===== config.mk =====
export PLATFORM = sky130hd
export DESIGN_NAME = modulator_residual_agc_config
export DESIGN_NICKNAME = d
export VERILOG_FILES = /design/src/hdl/agc_step_timer.v /design/src/hdl/modulator_residual_agc_config.v
export VERILOG_INCLUDE_DIRS = /design/src /design/src/hdl
export SDC_FILE = /design/constraint.sdc
export NUM_CORES = 1
export LEC_CHECK = 0
export ABC_AREA = 1
export BUFFER_PORTS_ARGS = -buffer_cell sky130_fd_sc_hd__buf_4
export CAP_MARGIN = 20
export CORE_UTILIZATION = 59
export CTS_CLUSTER_SIZE = 10
export DETAILED_ROUTE_END_ITERATION = 12
export PLACE_DENSITY_LB_ADDON = 0.08
export SYNTH_ARGS = -nofsm -noshare
export SYNTH_HDL_FRONTEND = slang
export SYNTH_SLANG_ARGS = --single-unit

===== constraint.sdc =====
create_clock -name clk -period 7.2 [get_ports clk]
set_input_delay 0.36 -clock clk [delete_from_list [all_inputs] [get_ports clk]]
set_output_delay 0.36 -clock clk [all_outputs]
set_load 0.03 [all_outputs]

===== src/hdl/modres_agc_consts.vh =====
`ifndef MODRES_AGC_CONSTS_VH
`define MODRES_AGC_CONSTS_VH
// register byte addresses
`define ADDR_RESIDUAL_CFG    8'hA7
`define ADDR_RESERVED_SEVEN  8'hA8
`define ADDR_GAIN_LIMITS     8'hA9
`define ADDR_SAMPLES_LOW     8'hAC
`define ADDR_SAMPLES_HIGH    8'hAD
// field positions
`define POS_FULL_STARTUP     5
`define POS_FLOOR_HI         3
`define POS_FLOOR_LO         2
`define POS_CEIL_HI          1
`define POS_CEIL_LO          0
`define POS_MAXGAIN_HI       7
`define POS_MAXGAIN_LO       4
`define POS_BACKOFF_HI       3
`define POS_BACKOFF_LO       0
`define POS_SAMPLES_HI       2
// reset values
`define RST_RESIDUAL_CFG     8'h03
`define RST_RESERVED_SEVEN   8'h01
`define RST_GAIN_LIMITS      8'hC4
`define RST_SAMPLES_LOW      8'h00
`define RST_SAMPLES_HIGH     3'h0
`define RST_FULL_STARTUP     1'b0
`define RST_FLOOR            2'h0
`define RST_CEIL             2'h3
`define RST_MAXGAIN          4'hC
`define RST_BACKOFF          4'h4
// timing: base step in picoseconds, clock period in picoseconds
`define AGC_STEP_PS          1388889
`define CLK_PERIOD_PS        5000
`define AGC_STEP_CYCLES      (`AGC_STEP_PS / `CLK_PERIOD_PS)
`define STARTUP_SAVED_CYCLES 16'h0009
`endif


===== src/hdl/agc_step_timer.v =====
`timescale 1ns/1ps
// counts (samples+1) x (period+1) base steps, one pulse at the end
module agc_step_timer #(
  parameter STEP_CYCLES = 277,
  parameter CW          = 11,
  parameter PW          = 8
) (
  // clock and reset
  input  wire          clk,
  input  wire          rst_n,
  // control
  input  wire          start,
  input  wire [CW-1:0] sampleCount,
  input  wire [PW-1:0] periodSetting,
  // status
  output reg           busy,
  output reg           done
);
  reg [15:0]   stepCnt_q;
  reg [CW-1:0] sampCnt_q;
  reg [PW-1:0] perCnt_q;

  // nested counters avoid a wide multiplier
  always @(posedge clk)
  begin
    if (!rst_n)
    begin
      busy      <= 1'b0;
      done      <= 1'b0;
      stepCnt_q <= 16'h0000;
      sampCnt_q <= {CW{1'b0}};
      perCnt_q  <= {PW{1'b0}};
    end
    else
    begin
      done <= 1'b0;
      if (start && !busy)
      begin
        busy      <= 1'b1;
        stepCnt_q <= 16'h0000;
        sampCnt_q <= sampleCount;
        perCnt_q  <= periodSetting;
      end
      else if (busy)
      begin
        if (stepCnt_q != STEP_CYCLES - 1)
          stepCnt_q <= stepCnt_q + 16'h0001;
        else
        begin
          stepCnt_q <= 16'h0000;
          if (perCnt_q != {PW{1'b0}})
            perCnt_q <= perCnt_q - 1'b1;
          else if (sampCnt_q != {CW{1'b0}})
          begin
            perCnt_q  <= periodSetting;
            sampCnt_q <= sampCnt_q - 1'b1;
          end
          else
          begin
            busy <= 1'b0;
            done <= 1'b1;
          end
        end
      end
    end
  end
endmodule


===== src/hdl/modulator_residual_agc_config.v =====
// Notes on behaviour
// - full-sample start-up runs the full start, each sample 9 cycles shorter.
// - bits 3:2 set the residual floor 0 to 3; software recalibrates on use.
// - bits 1:0, reset 3, set the residual ceiling 1 to 4; recalibrate after.
// - every channel gain in every step is capped at bits 7:4, reset 0xC.
// - prediction mode lowers gains by bits 3:0, reset 0x4, before it starts.
// - the 11-bit auto-gain sample count spans 0xAC and bits 2:0 of 0xAD.
// - each auto-gain measurement lasts (count+1) x (period+1) steps of 277 cycles of 5 ns, i.e. 1.385 us per step.
// - prediction target is half full scale when clear, a quarter when set.
`timescale 1ns/1ps
`include "modres_agc_consts.vh"
module modulator_residual_agc_config #(
  parameter SAMPLE_CYCLES = 64,
  parameter GAIN_W        = 4,
  parameter PERIOD_W      = 8
) (
  // clock and reset
  input  wire                clk,
  input  wire                rst_n,
  // register port
  input  wire [7:0]          regAddr,
  input  wire [7:0]          regWdata,
  input  wire                regWrite,
  input  wire                regRead,
  output reg  [7:0]          regRdata,
  // sequencer side
  input  wire [PERIOD_W-1:0] samplePeriod,
  input  wire                predictTargetQuarter,
  input  wire                predictMode,
  input  wire                predictStart,
  input  wire [GAIN_W-1:0]   requestedGain,
  input  wire                agcStart,
  input  wire [15:0]         fullScale,
  // configuration outputs
  output reg                 full_sample_startup_enable,
  output reg  [1:0]          residual_floor_limit,
  output reg  [2:0]          residual_ceiling_limit,
  output reg  [GAIN_W-1:0]   appliedGain,
  output reg  [15:0]         predictTarget,
  output reg  [15:0]         sampleCycles,
  output reg  [10:0]         auto_gain_sample_count,
  output reg                 agcBusy,
  output reg                 agcDone
);
  localparam SAMP_W = 16;
  // fields held in flip-flops
  reg              startup_q;
  reg [1:0]        floor_q;
  reg [1:0]        ceil_q;
  reg [3:0]        maxGain_q;
  reg [3:0]        backoff_q;
  reg [7:0]        samplesLow_q;
  reg [2:0]        samplesHigh_q;
  reg [GAIN_W-1:0] gain_d;
  wire             timerBusy;
  wire             timerDone;
  reg [GAIN_W-1:0] gainBack_d;
  reg [7:0]        rdData_d;

  // address decode shared by the write and read paths
  wire             selResidual = (regAddr == `ADDR_RESIDUAL_CFG);
  wire             selReserved = (regAddr == `ADDR_RESERVED_SEVEN);
  wire             selLimits   = (regAddr == `ADDR_GAIN_LIMITS);
  wire             selSampLo   = (regAddr == `ADDR_SAMPLES_LOW);
  wire             selSampHi   = (regAddr == `ADDR_SAMPLES_HIGH);

  // clamp a gain to the ceiling
  function [GAIN_W-1:0] capGain;
    input [GAIN_W-1:0] g;
    input [3:0]        lim;
    begin
      capGain = (g > lim) ? lim : g;
    end
  endfunction

  ////////////////////////////////////////////////////////////////////////
  // register writes; reserved bits are never stored
  always @(posedge clk)
  begin
    if (!rst_n)
    begin
      startup_q     <= `RST_FULL_STARTUP;
      floor_q       <= `RST_FLOOR;
      ceil_q        <= `RST_CEIL;
      maxGain_q     <= `RST_MAXGAIN;
      backoff_q     <= `RST_BACKOFF;
      samplesLow_q  <= `RST_SAMPLES_LOW;
      samplesHigh_q <= `RST_SAMPLES_HIGH;
    end
    else if (regWrite)
    begin
      // reserved register and unmapped addresses fall through
      if (selResidual)
      begin
        startup_q <= regWdata[`POS_FULL_STARTUP];
        floor_q   <= regWdata[`POS_FLOOR_HI:`POS_FLOOR_LO];
        ceil_q    <= regWdata[`POS_CEIL_HI:`POS_CEIL_LO];
      end
      else if (selLimits)
      begin
        maxGain_q <= regWdata[`POS_MAXGAIN_HI:`POS_MAXGAIN_LO];
        backoff_q <= regWdata[`POS_BACKOFF_HI:`POS_BACKOFF_LO];
      end
      else if (selSampLo)
        samplesLow_q <= regWdata;
      else if (selSampHi)
        samplesHigh_q <= regWdata[`POS_SAMPLES_HI:0];
    end
  end

  ////////////////////////////////////////////////////////////////////////
  // read value; unmapped addresses read zero
  always @*
  begin
    rdData_d = 8'h00;
    if (selResidual)
      rdData_d = {2'b00, startup_q, 1'b0, floor_q, ceil_q};
    else if (selReserved)
      rdData_d = `RST_RESERVED_SEVEN;
    else if (selLimits)
      rdData_d = {maxGain_q, backoff_q};
    else if (selSampLo)
      rdData_d = samplesLow_q;
    else if (selSampHi)
      rdData_d = {5'b00000, samplesHigh_q};
    else
      rdData_d = 8'h00;
  end

  // read data stands until the next read strobe
  always @(posedge clk)
  begin
    if (!rst_n)
      regRdata <= 8'h00;
    else if (regRead)
      regRdata <= rdData_d;
  end

  ////////////////////////////////////////////////////////////////////////
  // gain path: backoff before prediction, then ceiling, saturating at 0
  always @*
  begin
    gainBack_d = requestedGain;
    if (predictMode && predictStart)
    begin
      if (requestedGain > backoff_q)
        gainBack_d = requestedGain - backoff_q;
      else
        gainBack_d = {GAIN_W{1'b0}};
    end
    gain_d = capGain(gainBack_d, maxGain_q);
  end

  ////////////////////////////////////////////////////////////////////////
  // configuration mirrors, one cycle behind the field registers
  always @(posedge clk)
  begin
    if (!rst_n)
    begin
      full_sample_startup_enable <= 1'b0;
      residual_floor_limit       <= 2'h0;
      residual_ceiling_limit     <= 3'h4;
      sampleCycles               <= SAMPLE_CYCLES[SAMP_W-1:0];
      auto_gain_sample_count     <= 11'h000;
    end
    else
    begin
      full_sample_startup_enable <= startup_q;
      residual_floor_limit       <= floor_q;
      // ceiling code 0 means one bit, so the mirror adds one
      residual_ceiling_limit     <= {1'b0, ceil_q} + 3'h1;
      // full start per sample trims the sample length
      sampleCycles <= startup_q ?
                      SAMPLE_CYCLES[SAMP_W-1:0] -
                      `STARTUP_SAVED_CYCLES :
                      SAMPLE_CYCLES[SAMP_W-1:0];
      // both bytes side by side; no latch between the two writes
      auto_gain_sample_count <= {samplesHigh_q, samplesLow_q};
    end
  end

  ////////////////////////////////////////////////////////////////////////
  // gain and prediction target, registered so both leave from flops
  always @(posedge clk)
  begin
    if (!rst_n)
    begin
      appliedGain   <= {GAIN_W{1'b0}};
      predictTarget <= 16'h0000;
    end
    else
    begin
      appliedGain   <= gain_d;
      // half or quarter of full scale
      predictTarget <= predictTargetQuarter ?
                       {2'b00, fullScale[15:2]} :
                       {1'b0, fullScale[15:1]};
    end
  end

  ////////////////////////////////////////////////////////////////////////
  // timer status re-registered; done and the busy drop share one edge
  always @(posedge clk)
  begin
    if (!rst_n)
    begin
      agcBusy <= 1'b0;
      agcDone <= 1'b0;
    end
    else
    begin
      agcBusy <= timerBusy;
      agcDone <= timerDone;
    end
  end

  ////////////////////////////////////////////////////////////////////////
  // measurement duration timer
  agc_step_timer #(
    .STEP_CYCLES (`AGC_STEP_CYCLES),
    .CW          (11),
    .PW          (PERIOD_W)
  ) u_timer (
    .clk           (clk),
    .rst_n         (rst_n),
    .start         (agcStart),
    .sampleCount   ({samplesHigh_q, samplesLow_q}),
    .periodSetting (samplePeriod),
    .busy          (timerBusy),
    .done          (timerDone)
  );
endmodule


Yosys cells after proc, flatten, opt, wreduce, memory -nomap -nowiden
Cells that the tools add are included.
- output and inout port bits: 63
- input port bits: 52
- register bits after elaboration: 124
- logic and storage cells: 87
- equality and inequality tests: 8
- reductions and logical operators: 17
- order comparisons: 2
- bitwise logic cells: 5
- muxes and demuxes: 27
- $add $sub $neg: 5
- operators with widths (cell ; count):
    two-way mux 8 bit ; 9
    two-way mux 11 bit ; 5
    equality test 8 bit (second input constant) ; 5
    adder 16 x 1 -> 16 bit (second input constant) ; 1
    two-way mux 16 bit ; 1
    != test 16 x 9 -> 1 bit (second input constant) ; 1
    two-way mux 14 bit ; 1
    two-way mux 4 bit ; 3
    nonzero test 11 bit ; 1
    subtractor 11 x 1 -> 11 bit (second input constant) ; 1
    > comparator 4 bit ; 2
    AND reduction 4 bit ; 2
    nonzero test 8 bit ; 1
    subtractor 8 x 1 -> 8 bit (second input constant) ; 1
    two-way mux 7 bit ; 1
    two-way mux 1 bit ; 6
    AND reduction 3 bit ; 2
    inverter 1 bit ; 5
    AND reduction 5 bit ; 1
    OR reduction 5 bit ; 1
    != test 2 x 1 -> 1 bit (second input constant) ; 2
    nonzero test 2 bit ; 2
    OR reduction 2 bit ; 2
    subtractor 4 bit ; 1
    6 further kinds ; 7

Longest topological paths before layout
- word-level depth: 6
- depth in mapped cells: 18
- mapped depth without buffers: 18

Modules after synthesis
A second synthesis with hierarchy kept.
- cells, all modules: 797
- area, all modules: 5527.8 um2
- modules (own cells, without submodules) (module ; cells an instance ; sequential area each (um2) ; area an instance (um2) ; times used):
    modulator_residual_agc_config ; 405 ; 1421.4 ; 3115.5 ; 1
    agc_step_timer ; 392 ; 740.7 ; 2412.3 ; 1

Worst setup path before layout
OpenSTA, ideal clock, no wires.
- path kind: input -> register
- start point: in requestedGain[0]
- end point: reg appliedGain[1]
- arrival: 2389 ps
- library setup time: 74 ps
- path buffers: 0
- stages on the path: 16
- setup slack: 4737 ps
- required time: 7126 ps
- path through: inv_1 -> ha_1 -> fa_1 -> o21ai_0 -> a21oi_1 -> nor2_1 -> nand2_1 -> o21ai_0 -> ha_1 -> inv_1 -> nor2_1 -> o21ai_0 -> nand2_1 -> nand2_1 -> o21ai_0 -> a31oi_1
- longest elaborated chain between the ends: 5
- elaborated cells on any way between the ends: 6
- classes of those cells: add/sub: 1; order compare: 2; mux: 3
- RTL lines (what ; RTL line ; source):
    from (decl) ; modulator_residual_agc_config.v:31 ; input wire [GAIN_W-1:0] requestedGain,
    subtractor 4 bit / > comparator 4 bit (equally long branches) ; modulator_residual_agc_config.v:147, modulator_residual_agc_config.v:146 ;
    two-way mux 4 bit ; modulator_residual_agc_config.v:146 ; if (requestedGain > backoff_q)
    two-way mux 4 bit * ; modulator_residual_agc_config.v:144 ; if (predictMode && predictStart)
    > comparator 4 bit ; modulator_residual_agc_config.v:72 ; capGain = (g > lim) ? lim : g;
    two-way mux 4 bit * ; modulator_residual_agc_config.v:72 ;
    to (signal assigned) ; modulator_residual_agc_config.v:188 ; appliedGain <= {GAIN_W{1'b0}};
    to (signal assigned) ; modulator_residual_agc_config.v:193 ; appliedGain <= gain_d;
    to (decl) ; modulator_residual_agc_config.v:38 ; output reg [GAIN_W-1:0] appliedGain,
Mark *: on every way between the ends. The rest lies on a longest branch, timed or not.
A chain may end at the register's enable or synchronous reset.

Final worst setup path
- start point: reg backoff_q[0]
- end point: reg appliedGain[1]
- longest elaborated chain between the ends: 5
- elaborated cells on any way between the ends: 6
- classes of those cells: add/sub: 1; order compare: 2; mux: 3
- RTL lines (what ; RTL line ; source):
    from (decl) ; modulator_residual_agc_config.v:51 ; reg [3:0] backoff_q;
    from (signal assigned) ; modulator_residual_agc_config.v:86 ; backoff_q <= `RST_BACKOFF;
    from (signal assigned) ; modulator_residual_agc_config.v:102 ; backoff_q <= regWdata[`POS_BACKOFF_HI:`POS_BACKOFF_LO];
    subtractor 4 bit / > comparator 4 bit (equally long branches) ; modulator_residual_agc_config.v:147, modulator_residual_agc_config.v:146 ;
    two-way mux 4 bit * ; modulator_residual_agc_config.v:146 ;
    two-way mux 4 bit * ; modulator_residual_agc_config.v:144 ;
    > comparator 4 bit ; modulator_residual_agc_config.v:72 ;
    two-way mux 4 bit * ; modulator_residual_agc_config.v:72 ;
Marked as above.

==> out/results.txt <==
The flow ran to the end, and the final reports show no timing, DRC or antenna violations. Synthesis handed over a netlist of 759 instances. The number of ports placed on the die boundary was 115. Power spread over the standard cell area amounts to 213.6 nW/µm². The tools report the final count of hold timing violations as 0. The total power of the final layout is 1363 µW, and the post-route fraction of the period consumed by the critical path is 0.3950.

The most used flip-flop cell after synthesis is sky130_fd_sc_hd__dfxtp_1. After clock tree synthesis, the clock-pin slew on the worst setup and hold paths is 0.10 ns. The count of buffers added by post-CTS timing repair for setup was 0; the aggregate negative setup slack was 0 ns. The cell at the slowest stage of the critical path was sky130_fd_sc_hd__fa_1. The number of port buffers was 102. Category of the critical setup timing path: register to register. Setup violations remaining at the end of the flow were counted as 0. Final weighted congestion of routability-driven global placement: 0.8894. The part of the Yosys area used for sequential elements was 0.3953; the post-synthesis register bit count was 108.

The instance area after placement came out at 6196 µm². The count of maximum capacitance violations is 0. Summed over all nets, the half-perimeter wirelength after detailed placement is 9383 µm. The number of vias after detailed routing was 5,061; the DRC violation count after routing was 0. Worst setup timing slack at the placement stage: 4.304 ns. The critical path startpoint category is a register.

The static leakage came out at 0.003090 µW. The first detailed-routing pass took 9 iterations. After global routing the overflow that remains totals 0.

0 antenna diodes ended up in the layout. For the via count of the first global-routing pass, the log shows 4,771. For the total of hold buffers inserted after clock tree synthesis, the log shows 0. The logs give 0 for the number of slew-limit violations in the final report and 0.6089 for the worst relative slew slack.

The share of post-route cells with drive strength above 1 was 0.2084. The tools report the buffer depth of the longest clock path as 2. The most frequent cell on the critical path was sky130_fd_sc_hd__o21ai_0. The run gives 0.2680 as the global routing usage summed across all routing layers. The minimum clock period was 2.844 ns; the number of buffers inserted during clock tree synthesis was 9. For this run, the slowest stage of the critical path takes 0.40 ns. The core region is 8848 µm². The tools report the highest clock rate as 351.7 MHz. Setup repair after global routing left no endpoint under its margin.

The floorplan step defined a die boundary enclosing 9659 µm². The run gives 0.6181 as the starting density of the core. The kind of end point of the critical path is a register. The endpoint arrival time on the critical path is 3.13 ns, and the post-detailed-route wirelength per cell is 12.91 µm. The via density per instance is 5.261, and the synthesized area is 5469 µm². The average size of a mapped cell was 7.206 µm²; the die span in y was 98.28 µm. In this run the number of H-tree levels came out at 3. The worst hold margin was 0.2129 ns.

The min-delay analysis places its worst path in the category input port to register. After layout, the worst setup slack is 4.356 ns. The synthesized design contains 0 enable-type register cells. The master cell of the clock root buffer is sky130_fd_sc_hd__clkbuf_8. Once layout is done, the placed cells without fillers occupy 6380 µm². In the final design database the tool counted 916 nets.

For the overall routed net length, the log shows 12,420 µm. The clock arrives with 0.007834 ns of skew. The number of synthesis warnings was 0. Once the clock tree was built, the resizer swapped 0 gates to a different size. In this run the horizontal extent of the chip is 98.28 µm. For this design, the sink count on the clock tree is 108. The critical path goes through ha_1 > fa_1 > o21ai_0 > a21oi_1 > nor2_1 > nand2_1 > o21ai_0 > ha_1 > inv_1 > nor2_1 > o21ai_0 > nand2_1 > nand2_1 > o21ai_0 > a31oi_1. The async set-reset flop share out of synthesis is 0.

For the number of nets with antenna violations after detailed routing, the log shows 0. The worst-case IR drop observed on VDD is 0.1243 mV. The wire length of the first global-routing pass was 21,070 µm; the largest driver fanout on the critical path was 8.

Entering global routing, the biggest net connects 66 pins. Number of rows in the core area: 34. The initial antenna violation count was 0; the count of routing violations after the opening detailed-route iteration was 313. TritonCTS built the clock tree. The logs give 7.49 ns for the critical path data required time and 0.37 ns for the clock network latency to the later pin of the worst-skew pair. The relative area change from synthesis to final layout works out to 16.66%. At the pin with the least slew margin, the transition time is 0.5847 ns. The number of distinct standard cells referenced by the synthesized netlist came out at 43.
## Yosys cell counts (6+ instances only)
library cell,n,share of area
sky130_fd_sc_hd__nand2_2,14,0.016
sky130_fd_sc_hd__dfxtp_1,108,0.40
sky130_fd_sc_hd__a21oi_1,44,0.040
sky130_fd_sc_hd__nor2_1,97,0.067
sky130_fd_sc_hd__nor3_2,8,0.015
sky130_fd_sc_hd__buf_4,17,0.023
sky130_fd_sc_hd__nand4_1,6,0.0069
sky130_fd_sc_hd__inv_1,101,0.069
sky130_fd_sc_hd__ha_1,14,0.032
sky130_fd_sc_hd__a21oi_2,10,0.016
sky130_fd_sc_hd__nand3_1,29,0.027
sky130_fd_sc_hd__nand2_1,155,0.11
sky130_fd_sc_hd__nand2_4,6,0.012
sky130_fd_sc_hd__clkbuf_1,11,0.0075
sky130_fd_sc_hd__o21ai_1,12,0.011
sky130_fd_sc_hd__xor2_1,7,0.011
sky130_fd_sc_hd__o21ai_0,65,0.059
sky130_fd_sc_hd__xnor2_1,7,0.011
## layer usage
layer | up-vias | wire length, µm | GRT usage
met4 | 0 | 223 | 0.08955
li1 | 2552 | - | -
met1 | 2299 | 5513 | 0.3459
met5 | - | 0 | 0
met3 | 25 | 967 | 0.06657
met2 | 185 | 5719 | 0.4393
## worst max-delay path: cells and delay by family, from the launching register on
family	cells	cell delay, ns
AOI/OAI and AO/OA	6	0.88
adders and majority gates	3	0.90
buffers and inverters	1	0.06
DFF	1	0.37
and+or+nand+nor	5	0.54
## cell families after synthesis
group / synth area share
other: 0.0006857
XOR/XNOR: 0.02242
buffers and inverters: 0.1151
AND/OR/NAND/NOR: 0.2896
flip-flops: 0.3953
adder cells (fa/ha/maj): 0.03569
AO/OA/AOI/OAI: 0.1412
## final timing paths
kind	from	endpoint	slack (ns)	cells after the start
setup / recovery	backoff_q[0]$_SDFFE_PN0P_	appliedGain[1]$_SDFF_PN0_	4.36	15
hold / removal	fullScale[15]	predictTarget[14]$_SDFF_PP0_	0.21	3
setup reg to reg	backoff_q[0]$_SDFFE_PN0P_	appliedGain[1]$_SDFF_PN0_	4.36	15
hold reg to reg	u_timer.done$_SDFF_PP0_	agcDone$_SDFF_PN0_	0.43	2
## flip-flops by register name (all words and copies together), names as in the netlist, 2 cells and up
signal,count
appliedGain,4
auto_gain_sample_count,11
backoff_q,4
capGain.lim,4
ceil_q,2
floor_q,2
predictTarget,15
regRdata,8
residual_ceiling_limit,3
residual_floor_limit,2
sampleCycles,2
samplesHigh_q,3
samplesLow_q,8
u_timer.perCnt_q,8
u_timer.sampCnt_q,11
u_timer.stepCnt_q,16
## final cells by class
type | count | area, µm²
fill | 724 | 2469
tap | 108 | 135.1
inverter | 107 | 410.4
clock inverter | 6 | 46.29
multi-input combinational | 520 | 2715
sequential | 108 | 2162
clock buffer | 10 | 137.6
timing repair buffer | 103 | 773.2
## power breakdown
part	internal, µW	leakage, µW	total [µW]	switching [µW]
clock	138	0.0000893	350	212
combinational	132	0.00212	367	235
sequential	624	0.000879	646	21.8
## per-stage QoR
| step | utilization | std cells |
|---|---|---|
| after floorplan | - | 769 |
| after global routing | 0.7210 | 962 |
| after global placement | 0.7002 | 946 |
| after detailed placement | 0.7002 | 946 |
| final | 0.7210 | 962 |
| after CTS | 0.7210 | 962 |
## placed cells by master (no fill, tap or decap), types with 4 or more instances in the layout
cell,netlist,layout
sky130_fd_sc_hd__a21oi_2,10,10
sky130_fd_sc_hd__clkbuf_8,0,10
sky130_fd_sc_hd__nand2_2,14,14
sky130_fd_sc_hd__nor2_2,4,4
sky130_fd_sc_hd__nand2_1,155,155
sky130_fd_sc_hd__nand2_4,6,6
sky130_fd_sc_hd__o21ai_1,12,12
sky130_fd_sc_hd__o21ai_0,65,65
sky130_fd_sc_hd__dfxtp_1,108,108
sky130_fd_sc_hd__nand3_1,29,29
sky130_fd_sc_hd__buf_4,17,103
sky130_fd_sc_hd__xnor2_1,7,7
sky130_fd_sc_hd__nor2_1,97,97
sky130_fd_sc_hd__xor2_1,7,7
sky130_fd_sc_hd__nor3_2,8,8
sky130_fd_sc_hd__nand4_1,6,6
sky130_fd_sc_hd__conb_1,1,11
sky130_fd_sc_hd__inv_1,101,101
sky130_fd_sc_hd__nor2_4,5,5
sky130_fd_sc_hd__ha_1,14,14
sky130_fd_sc_hd__a21oi_1,44,44
(Power assumes the default switching activity.)
